==> src/tcu_pkg.sv <==
// Constants, field layout and state carrier for the 16-bit timer slice
package tcu_pkg;

  // ==========================================================
  // Register offsets (8-bit I/O locations)
  localparam logic [7:0] ADDR_CTRL_A = 8'hA0;
  localparam logic [7:0] ADDR_CTRL_B = 8'hA1;
  localparam logic [7:0] ADDR_CTRL_C = 8'hA2;
  localparam logic [7:0] ADDR_CNT    = 8'hA4;
  localparam logic [7:0] ADDR_CAP    = 8'hA6;
  localparam logic [7:0] ADDR_CMPA   = 8'hA8;
  localparam logic [7:0] HI_OFS      = 8'h01;

  // ==========================================================
  // Field positions
  localparam int unsigned B_NOISE = 7;
  localparam int unsigned B_EDGE  = 6;
  localparam int unsigned B_RSVD  = 5;
  localparam int unsigned B_WGM3  = 4;
  localparam int unsigned B_WGM2  = 3;
  localparam int unsigned C_FOCA  = 7;
  localparam int unsigned C_FOCB  = 6;
  localparam int unsigned A_COMA  = 6;
  localparam int unsigned A_COMB  = 4;
  localparam int unsigned A_ACOMP = 2;

  // ==========================================================
  // Clock select and output mode codes
  localparam logic [2:0] CS_STOP  = 3'h0;
  localparam logic [2:0] CS_DIV1  = 3'h1;
  localparam logic [2:0] CS_DIV8  = 3'h2;
  localparam logic [2:0] CS_DIV64 = 3'h3;
  localparam logic [2:0] CS_D256  = 3'h4;
  localparam logic [2:0] CS_D1024 = 3'h5;
  localparam logic [2:0] CS_EXTF  = 3'h6;
  localparam logic [2:0] CS_EXTR  = 3'h7;
  localparam logic [1:0] COM_OFF  = 2'h0;
  localparam logic [1:0] COM_TOG  = 2'h1;
  localparam logic [1:0] COM_CLR  = 2'h2;
  localparam logic [1:0] COM_SET  = 2'h3;

  // Prescaler terminal masks
  localparam logic [9:0] PRE_M8    = 10'h007;
  localparam logic [9:0] PRE_M64   = 10'h03F;
  localparam logic [9:0] PRE_M256  = 10'h0FF;
  localparam logic [9:0] PRE_M1024 = 10'h3FF;

  // ==========================================================
  // Waveform mode sets, one bit per mode number
  localparam logic [15:0] M_PC      = 16'h0F0E;
  localparam logic [15:0] M_FAST    = 16'hC0E0;
  localparam logic [15:0] M_NONPWM  = 16'h1011;
  localparam logic [15:0] M_CAPTOP  = 16'h5500;
  localparam logic [15:0] M_CMPTOP  = 16'h8A10;
  localparam logic [15:0] M_TOP8    = 16'h0022;
  localparam logic [15:0] M_TOP9    = 16'h0044;
  localparam logic [15:0] M_TOP10   = 16'h0088;
  localparam logic [15:0] M_PCTOG   = 16'h0A00;
  localparam logic [15:0] M_FASTTOG = 16'h8000;
  localparam logic [3:0]  WGM_CTCA  = 4'h4;

  localparam logic [15:0] TOP_8   = 16'h00FF;
  localparam logic [15:0] TOP_9   = 16'h01FF;
  localparam logic [15:0] TOP_10  = 16'h03FF;
  localparam logic [15:0] TOP_MAX = 16'hFFFF;
  localparam logic [15:0] CNT_ONE = 16'h0001;
  localparam logic [15:0] CNT_ZERO = 16'h0000;
  localparam logic [3:0]  FILT_ONES = 4'hF;
  localparam logic [3:0]  FILT_ZERO = 4'h0;

  // ==========================================================
  // Carriers
  typedef struct packed {
    logic [7:0] addr;
    logic [7:0] wdata;
    logic       wr;
    logic       rd;
  } tcu_bus_t;

  typedef struct packed {
    logic [7:0]  ctrl_a;
    logic [7:0]  ctrl_b;
    logic [15:0] cnt;
    logic [15:0] cap;
    logic [15:0] cmpa;
    logic [7:0]  temp;
    logic [7:0]  rdata;
    logic [9:0]  pre;
    logic        ext_s1;
    logic        ext_s2;
    logic        ext_prev;
    logic        cap_s1;
    logic        cap_s2;
    logic        ac_s1;
    logic        ac_s2;
    logic [3:0]  sr;
    logic        filt;
    logic        edge_prev;
    logic        down;
    logic        blk;
    logic        flag;
    logic        match;
    logic        out_a;
    logic        out_b;
  } tcu_state_t;

  // Non-PWM compare action on an output
  function automatic logic com_apply(input logic [1:0] com, input logic cur);
    case (com)
      COM_TOG: com_apply = ~cur;
      COM_CLR: com_apply = 1'b0;
      COM_SET: com_apply = 1'b1;
      default: com_apply = cur;
    endcase
  endfunction : com_apply

endpackage : tcu_pkg

==> src/tcu_timer.sv <==
// 16-bit timer/counter with capture, compare A and forced compares
//
// Local design decision: the strobed register port.
`timescale 1ns/1ps

module tcu_timer
  import tcu_pkg::*;
(
  input  wire logic       clk_sys,
  input  wire logic       arst_n,
  input  wire tcu_bus_t   bus,
  output logic [7:0]      rdata,
  input  wire logic       ext_clock_pin,
  input  wire logic       capture_input_pin,
  input  wire logic       acomp_in,
  input  wire logic       capture_flag_clr,
  output logic            capture_flag,
  output logic            compare_a_match,
  output logic            compare_out_a,
  output logic            compare_out_b
);

  // ==========================================================
  // State and decode
  tcu_state_t s;
  tcu_state_t n;
  logic [3:0]  waveform_mode;
  logic [2:0]  clock_sel;
  logic [1:0]  mode_a;
  logic [1:0]  mode_b;
  logic [15:0] top;
  logic        is_pc;
  logic        is_fast;
  logic        non_pwm;
  logic        cap_top;
  logic        tick;
  logic        ext_rise;
  logic        ext_fall;
  logic        cap_cur;
  logic        trig;
  logic        hit;
  logic        wr_cnt;
  logic        wr_foc;

  // Mode fields split across the two control registers
  assign waveform_mode = {s.ctrl_b[B_WGM3:B_WGM2], s.ctrl_a[1:0]};
  assign clock_sel     = s.ctrl_b[2:0];
  assign mode_a        = s.ctrl_a[A_COMA +: 2];
  assign mode_b        = s.ctrl_a[A_COMB +: 2];
  assign is_pc         = M_PC[waveform_mode];
  assign is_fast       = M_FAST[waveform_mode];
  assign non_pwm       = M_NONPWM[waveform_mode];
  assign cap_top       = M_CAPTOP[waveform_mode];
  assign wr_cnt        = bus.wr && (bus.addr == ADDR_CNT);
  assign wr_foc        = bus.wr && (bus.addr == ADDR_CTRL_C);

  // Top value per mode; reserved mode counts as normal, compare outputs never change
  assign top = cap_top                   ? s.cap :
               M_CMPTOP[waveform_mode]  ? s.cmpa :
               M_TOP8[waveform_mode]    ? TOP_8 :
               M_TOP9[waveform_mode]    ? TOP_9 :
               M_TOP10[waveform_mode]   ? TOP_10 : TOP_MAX;

  // Edge detect on the synchronised pin, never on the first stage
  assign ext_rise = s.ext_s2 & ~s.ext_prev;
  assign ext_fall = ~s.ext_s2 & s.ext_prev;

  // Clock source select
  always_comb begin
    case (clock_sel)
      CS_STOP:  tick = 1'b0;
      CS_DIV1:  tick = 1'b1;
      CS_DIV8:  tick = (s.pre & PRE_M8) == PRE_M8;
      CS_DIV64: tick = (s.pre & PRE_M64) == PRE_M64;
      CS_D256:  tick = (s.pre & PRE_M256) == PRE_M256;
      CS_D1024: tick = s.pre == PRE_M1024;
      CS_EXTF:  tick = ext_fall;
      CS_EXTR:  tick = ext_rise;
      default:  tick = 1'b0;
    endcase
  end

  // Filtered or raw capture level, then the selected edge
  assign cap_cur = s.ctrl_b[B_NOISE] ? s.filt : s.sr[0];
  assign trig    = !cap_top && (s.ctrl_b[B_EDGE] ?
                   (cap_cur & ~s.edge_prev) :
                   (~cap_cur & s.edge_prev));

  // Compare unit A, masked on the tick after a counter write
  assign hit = tick && !s.blk && (s.cnt == s.cmpa);

  // ==========================================================
  // Next-state logic
  always_comb begin
    n       = s;
    n.match = 1'b0;
    n.rdata = '0;

    // Two-stage synchronisers for all pins
    n.ext_s1   = ext_clock_pin;
    n.ext_s2   = s.ext_s1;
    n.ext_prev = s.ext_s2;
    n.cap_s1   = capture_input_pin;
    n.cap_s2   = s.cap_s1;
    n.ac_s1    = acomp_in;
    n.ac_s2    = s.ac_s1;

    // Sample history; third flop on from the pin
    n.sr = {s.sr[2:0], s.ctrl_a[A_ACOMP] ? s.ac_s2 : s.cap_s2};
    if (s.sr == FILT_ONES) begin
      n.filt = 1'b1;
    end else if (s.sr == FILT_ZERO) begin
      n.filt = 1'b0;
    end
    n.edge_prev = cap_cur;

    // Free prescaler, held cleared while stopped
    n.pre = (clock_sel == CS_STOP) ? '0 : s.pre + 10'h001;

    // Counting sequence and waveform outputs
    if (tick) begin
      n.blk   = 1'b0;
      n.match = hit;
      if (is_pc) begin
        if (s.down) begin
          if (s.cnt == CNT_ZERO) begin
            n.down = 1'b0;
            n.cnt  = s.cnt + CNT_ONE;
          end else begin
            n.cnt = s.cnt - CNT_ONE;
          end
        end else if (s.cnt >= top) begin
          n.down = 1'b1;
          n.cnt  = s.cnt - CNT_ONE;
        end else begin
          n.cnt = s.cnt + CNT_ONE;
        end
      end else begin
        n.down = 1'b0;
        n.cnt  = (s.cnt == top) ? CNT_ZERO : s.cnt + CNT_ONE;
      end
      // Fast PWM restores the output at bottom
      if (is_fast && (s.cnt == top)) begin
        if (mode_a == COM_CLR) begin
          n.out_a = 1'b1;
        end else if (mode_a == COM_SET) begin
          n.out_a = 1'b0;
        end
      end
      if (hit) begin
        if (non_pwm) begin
          n.out_a = com_apply(mode_a, s.out_a);
        end else if (is_fast) begin
          case (mode_a)
            COM_TOG: n.out_a = M_FASTTOG[waveform_mode] ? ~s.out_a : s.out_a;
            COM_CLR: n.out_a = 1'b0;
            COM_SET: n.out_a = 1'b1;
            default: n.out_a = s.out_a;
          endcase
        end else if (is_pc) begin
          case (mode_a)
            COM_TOG: n.out_a = M_PCTOG[waveform_mode] ? ~s.out_a : s.out_a;
            COM_CLR: n.out_a = s.down;
            COM_SET: n.out_a = ~s.down;
            default: n.out_a = s.out_a;
          endcase
        end
      end
    end

    // Register reads, one cycle latency; low byte loads the latch
    if (bus.rd) begin
      case (bus.addr)
        ADDR_CTRL_A: n.rdata = s.ctrl_a;
        ADDR_CTRL_B: n.rdata = s.ctrl_b;
        ADDR_CTRL_C: n.rdata = '0;
        ADDR_CNT: begin
          n.rdata = s.cnt[7:0];
          n.temp  = s.cnt[15:8];
        end
        ADDR_CAP: begin
          n.rdata = s.cap[7:0];
          n.temp  = s.cap[15:8];
        end
        ADDR_CMPA: begin
          n.rdata = s.cmpa[7:0];
          n.temp  = s.cmpa[15:8];
        end
        ADDR_CNT + HI_OFS:  n.rdata = s.temp;
        ADDR_CAP + HI_OFS:  n.rdata = s.temp;
        ADDR_CMPA + HI_OFS: n.rdata = s.temp;
        default: n.rdata = '0;
      endcase
    end

    // Register writes; high byte parks in the latch
    if (bus.wr) begin
      case (bus.addr)
        ADDR_CTRL_A: n.ctrl_a = bus.wdata;
        ADDR_CTRL_B: begin
          n.ctrl_b         = bus.wdata;
          n.ctrl_b[B_RSVD] = 1'b0;
        end
        ADDR_CTRL_C: begin
          // Strobes only: no flag, no counter clear
          if (non_pwm && bus.wdata[C_FOCA]) begin
            n.out_a = com_apply(mode_a, s.out_a);
          end
          if (non_pwm && bus.wdata[C_FOCB]) begin
            n.out_b = com_apply(mode_b, s.out_b);
          end
        end
        ADDR_CNT: begin
          n.cnt = {s.temp, bus.wdata};
          n.blk = 1'b1;
        end
        ADDR_CAP:  n.cap  = {s.temp, bus.wdata};
        ADDR_CMPA: n.cmpa = {s.temp, bus.wdata};
        ADDR_CNT + HI_OFS:  n.temp = bus.wdata;
        ADDR_CAP + HI_OFS:  n.temp = bus.wdata;
        ADDR_CMPA + HI_OFS: n.temp = bus.wdata;
        default: n.temp = s.temp;
      endcase
    end

    // Capture beats a same-cycle software write; set beats clear
    if (trig) begin
      n.cap = s.cnt;
    end
    n.flag = (s.flag & ~capture_flag_clr) | trig;
  end

  // Whole state in one register; reset clears all of it
  always_ff @(posedge clk_sys or negedge arst_n) begin
    if (!arst_n) begin
      s <= '0;
    end else begin
      s <= n;
    end
  end

  assign rdata           = s.rdata;
  assign capture_flag    = s.flag;
  assign compare_a_match = s.match;
  assign compare_out_a   = s.out_a;
  assign compare_out_b   = s.out_b;
endmodule : tcu_timer

==> config.mk <==
export PLATFORM = sky130hd
export DESIGN_NAME = tcu_timer
export DESIGN_NICKNAME = d
export VERILOG_FILES = /design/src/tcu_pkg.sv /design/src/tcu_timer.sv
export SDC_FILE = /design/constraint.sdc
export NUM_CORES = 1
export LEC_CHECK = 0
export BUFFER_PORTS_ARGS = -buffer_cell sky130_fd_sc_hd__buf_2
export CAP_MARGIN = 15
export CORE_MARGIN = 4
export CORE_UTILIZATION = 57
export CTS_CLUSTER_DIAMETER = 100
export DETAILED_ROUTE_END_ITERATION = 10
export GPL_TIMING_DRIVEN = 1
export PLACE_DENSITY = 0.75
export RECOVER_POWER = 25
export SYNTH_ARGS = -nofsm -noshare
export SYNTH_HDL_FRONTEND = slang
export SYNTH_SLANG_ARGS = --single-unit
==> constraint.sdc <==
create_clock -name clk_sys -period 4.5 [get_ports clk_sys]
set_clock_uncertainty 0.15 [all_clocks]
set_input_delay 0.675 -clock clk_sys [delete_from_list [all_inputs] [get_ports clk_sys]]
set_output_delay 0.675 -clock clk_sys [all_outputs]
set_load 0.01 [all_outputs]
; Word level (Yosys, flattened, before mapping)
; Memories as Yosys holds them, arrays and structs flattened.
; Cells that the tools add are included.
[word_totals]
ff_bits = 108
latchBits = 0
ramBits = 0
mem_bits_ro = 160
in_bits = 24
out_inout_bits = 12
elab_cells = 167
n_memories = 10
[op_classes]
addsub = 3
mul = 0
n_div = 0
n_lt_le_gt_ge = 2
eq_ne = 30
n_shift = 0
muxes = 62
n_bitwise = 14
n_reduce_logical = 22
[mem_list]
columns = name, words, width, rd, rd_ports_with_merged_regs, write_ports, line_no
row1 = (name not given), 16, 1, 1, 0, 0, tcu_timer.sv:162  ; COM_TOG: n.out_a = M_PCTOG[waveform_mode] ? ~s.out_a : s.out_a;
row2 = (name not given), 16, 1, 1, 0, 0, tcu_timer.sv:155  ; COM_TOG: n.out_a = M_FASTTOG[waveform_mode] ? ~s.out_a : s.out_a;
row3 = (name not given), 16, 1, 1, 0, 0, tcu_timer.sv:62  ; M_TOP10[waveform_mode] ? TOP_10 : TOP_MAX;
row4 = (name not given), 16, 1, 1, 0, 0, tcu_timer.sv:61  ; M_TOP9[waveform_mode] ? TOP_9 :
row5 = (name not given), 16, 1, 1, 0, 0, tcu_timer.sv:60  ; M_TOP8[waveform_mode] ? TOP_8 :
row6 = (name not given), 16, 1, 1, 0, 0, tcu_timer.sv:59  ; M_CMPTOP[waveform_mode] ? s.cmpa :
row7 = +4 memories, -, -, -, -, -, -
[op_table]
columns = cell, count
row1 = 16-bit two-way mux, 16
row2 = 8-bit == test (second input constant), 10
row3 = 56-bit two-way mux, 1
row4 = 8-bit one-hot mux with 6 select lines, 1
row5 = 1-bit two-way mux, 33
row6 = 16-bit == test, 2
row7 = 8-bit one-hot mux with 3 select lines, 1
row8 = 16-bit by 1-bit adder with 16-bit output (second input constant), 1
row9 = 16-bit greater-or-equal comparator, 1
row10 = 16-bit logical NOT, 1
row11 = 8-bit one-hot mux with 2 select lines, 1
row12 = 16-bit by 1-bit subtractor with 16-bit output (second input constant), 1
row13 = 3-bit == test (second input constant), 5
row14 = 1-bit one-hot mux with 3 select lines, 4
row15 = 10-bit by 1-bit adder with 10-bit output (second input constant), 1
row16 = 10-bit == test (second input constant), 1
row17 = 10-bit two-way mux, 1
row18 = 2-bit == test (second input constant), 4
row19 = 1-bit NOT, 8
row20 = 1-bit one-hot mux with 8 select lines, 1
row21 = 2-bit AND reduction, 4
row22 = 3-bit by 2-bit == test with 1-bit output (second input constant), 2
row23 = 6-bit == test (second input constant), 1
row24 = 1-bit logical AND, 6
row25 = other kinds (16), 26

; Depth between registers and ports, before layout
[depth]
depth_word = 18
mapped_depth = 17

; Worst setup path before layout
; Ideal clock, no wire load.
[synth_timing]
kind = reg2reg
start = register s[101] (netlist name)
end = register s[79] (netlist name)
setup_ns = 0.126
arrival_time_ns = 3.666
t_required_ns = 4.224
path_slack_ns = 0.558
path_stages_with_launch = 15
path_cell_list = dfrtp_1 -> clkbuf_1 -> buf_1 -> nand3_1 -> a21oi_1 -> a21oi_1 -> ha_1 -> nand4_1 -> or4_1 -> or3_1 -> clkbuf_1 -> and2_0 -> mux2_2 -> a211oi_1 -> nor3_1
[synth_lines]
columns = item, line_no
row1 = from (decl), tcu_timer.sv:25  ; tcu_state_t s;
row2 = from (signal assigned), tcu_timer.sv:238  ; s <= n;

==> results list <==
- Number of buffers added by the clock tree synthesis step: 9
* Full die area: 13,800 um2
* Area of all sequential standard cells: about 2700 um2
- In the global route stage, overall resource usage came out at 0.306.
- Unrepaired setup endpoints after global routing: no
- In the final layout, the share of cells above drive strength 1 is 0.148.
- Data arrives at the worst endpoint at roughly 4.2 ns.
- Violations in the final reports: max-capacitance violations, max-slew violations
- Io pins: 36
* Share of the synthesized area in the top cell type: 0.395
* Number of optimization iterations in the first detailed-route pass: 8
- Cell with the biggest individual delay on the critical path: or4_1
- Synthesis produced a netlist with a net count of 814.
- Area of the core: 11,600 um2
* Sequential fraction of the synthesis area: 0.395
* Number of antenna violations at the first check in global routing: 0
* Count of input and output buffers: 35
- Ratio of total power to cell area: 358 nW/um2
- Type of element capturing the critical path: flip-flop
- Entering global routing, the biggest net connects 40 pins.
- DIE HEIGHT: between 100 and 150 um
- Count of H-tree levels built during CTS: 3
- Layout overhead on the synthesized area: 8.09%
- Number of global-route vias before repair: 6,041
* Final min period: 4.11 ns
- In this run the cell area measured after placement is 7090 um2.
- Worst stage delay on the critical path: between 0.6 and 0.7 ns
* Async set-reset flop share out of synthesis: 1.00
- The tree is rooted in a clkbuf_16.
* Detailed-placement wirelength estimate: 15.0 mm
- Summing every instance area after synthesis gives 6840 um2.
* # nets final: roughly 820
- After filler insertion, the fill cell instance count of the layout stands at 940.
- The flow ran to the end, but the final reports show violations.
- The commonest cells after synthesis are 108 x dfrtp_1, 75 x a21oi_1, 74 x nand2_1.
* Core Rows: 39
- Counting every instance in the synthesized netlist gives 769.
- 0 antenna diodes ended up in the layout.
- The min-delay analysis places its worst path in the category reg -> reg.
- A synthesized cell averages between 8 and 9 um2.
- The cell family contributing the most delay on the critical path is simple AND/OR/NAND/NOR gates.
- Buffers & Inverters on Critical Path: 0
- CP max FO: 13
* Post-route setup TNS: 0 ns
- Setup-failing EPs final: 0
* Global route overflow: 0
- The number of failing hold endpoints at the final stage was 0.
- Area of combinational cells with multiple inputs: between 3000 and 4000 um2
- The worst setup path is of the reg -> reg kind.
- For this block, the routed nets add up to 20.9 mm of wire.
* WP data required: approximately 4.6 ns
- Of the available clock period, the critical path in the final layout requires 0.914.
* Effective utilization at floorplan: 0.591
- In this run, post-CTS hold repair placed 0 buffers.
- Flop and latch count out of synthesis: 108
* Least-Margin Pin Slew: 2.33 ns
- Number of max-cap violations: 1
* DR vias/cell: 6.79
* Number of pins exceeding their max-slew limit in the final report: 40
- DR iter-0 viols: 765
- Total leakage power: between 3 and 4 nW
* Top flip-flop cell by instance count after synthesis: dfrtp_1
- Cell chain of the critical path: nor2_1, o21ai_0, a21oi_1, a21oi_1, ha_1, nand4_1, or4_1, or3_1, and2_0, mux2_2, a211oi_1, nor3_1
* Synth area leader: dfrtp_1
- The detail route stage leaves a number of antenna-violating nets equal to 0.
- WL per Instance: 22.6 um
- Number of synthesized flops with an enable pin: 0
* Maximum frequency from static timing analysis: 0.243 GHz
- In this run the horizontal extent of the chip is 118 um.
* Leading cell types by total area after synthesis: dfrtp_1 40%, mux2_2 6.3%, a21oi_1 5.5%
- The clock reaches the later pin of the worst-skew pair after 0.37 ns.
- The final route contains 6,283 vias.
* Final non-filler cell area: between 7000 and 8000 um2
- TritonCTS built the clock tree.
- Routability-driven placement finished with a final weighted congestion of 0.997.
- Worst IR Drop VDD: 0.336 mV
* Maximum clock insertion buffer count: 2
* Startpoint type of the worst setup path: flip-flop
- Most common cell in the synthesized netlist: dfrtp_1
* Crit-path most repeated cell: a21oi_1
- Post-detailed-route DRC marker count: 0
* Remaining max-slew budget at the tightest pin: -0.554
- The first global-routing pass estimated 33.4 mm of wire.
* CTS sink count: about 110
- Clock-pin slew was measured on the worst setup and hold paths at 0.08 ns.
- For this run, the number of Yosys warnings is 0.
- Counting distinct cell types in the post-synthesis netlist gives 65.
## power by group
| group | switching, mW | internal (mW) | total (mW) |
|---|---|---|---|
| combinational | 0.361 | 0.236 | 0.597 |
| clock | 0.418 | 0.395 | 0.814 |
| sequential | 0.177 | 1.06 | 1.24 |
## area by class of cell
class / count / area share
multi-input combinational: 593 / 0.519
tap: 143 / 0.0242
sequential: 108 / 0.366
inverter: 10 / 0.00508
clock buffer: 9 / 0.0305
timing repair buffer: 56 / 0.0445
clock inverter: 7 / 0.0108
## logic make-up after synthesis
kind of cell / Yosys count / synth area share
and+or+nand+nor: 269 / 0.193
AOI/OAI and AO/OA: 212 / 0.194
DFF: 108 / 0.395
buffers and inverters: 68 / 0.0436
muxes: 68 / 0.107
xor gates and xnor gates: 23 / 0.0295
adders and majority gates: 21 / 0.0384
## cell usage in the layout, fill, tap and decap left out, types with 9 or more instances in the layout
| master | n |
|---|---|
| buf_4 | 20 |
| clkbuf_16 | 9 |
| and3_1 | 10 |
| nor4_1 | 15 |
| a31oi_1 | 9 |
| inv_1 | 10 |
| mux2i_1 | 30 |
| a22oi_1 | 14 |
| buf_2 | 34 |
| mux2_2 | 37 |
| nor3_1 | 20 |
| ha_1 | 21 |
| o21ai_0 | 51 |
| nand2_1 | 74 |
| nor2_1 | 69 |
| a21oi_1 | 75 |
| or3_1 | 12 |
| xor2_1 | 18 |
| dfrtp_1 | 108 |
| o22ai_1 | 12 |
| nand3_1 | 17 |
## metrics by stage
step | util | setup slack (ns) | total power [mW] | instances | hold WS (ns)
floorplan | - | 0.558 | 1.60 | 769 | 0.181
global placement | 0.613 | 0.552 | 1.80 | 910 | 0.186
detailed placement | 0.613 | 0.438 | 1.83 | 910 | 0.191
CTS | 0.640 | 0.382 | 2.64 | 926 | 0.144
global route | 0.639 | 0.0192 | 2.77 | 926 | 0.217
finish | 0.639 | 0.386 | 2.65 | 926 | 0.206
## flip-flops by register name, indices dropped and copies added, names as in the netlist
name,count
clock_sel,3
mode_b,2
compare_a_match,1
capture_flag,1
compare_out_a,1
n,7
rdata,8
s,82
compare_out_b,1
mode_a,2
## timing repair
action,CTS,global route
endpoints found under the setup margin,0,3
resized for setup,0,1
setup buffers,0,0
## final timing paths
kind	cells after the start	end	startpoint	slack [ns]
max	12	s[79]	s[101]	0.39
min	0	s[14]	n[14]	0.21
max reg2reg	12	s[79]	s[101]	0.39
min reg2reg	0	s[14]	n[14]	0.21
max in group asynchronous	2	s[44]	arst_n	1.53
min in group asynchronous	1	s[86]	arst_n	0.85
## routing by layer
layer / up-vias / track usage / share of wire
met5: - / 0 / 0
met4: 0 / 0.163 / 0.053
met3: 76 / 0.0673 / 0.092
met2: 365 / 0.486 / 0.46
met1: 3011 / 0.391 / 0.39
li1: 2831 / - / -
Note: power is estimated with default switching activity, not from simulation.
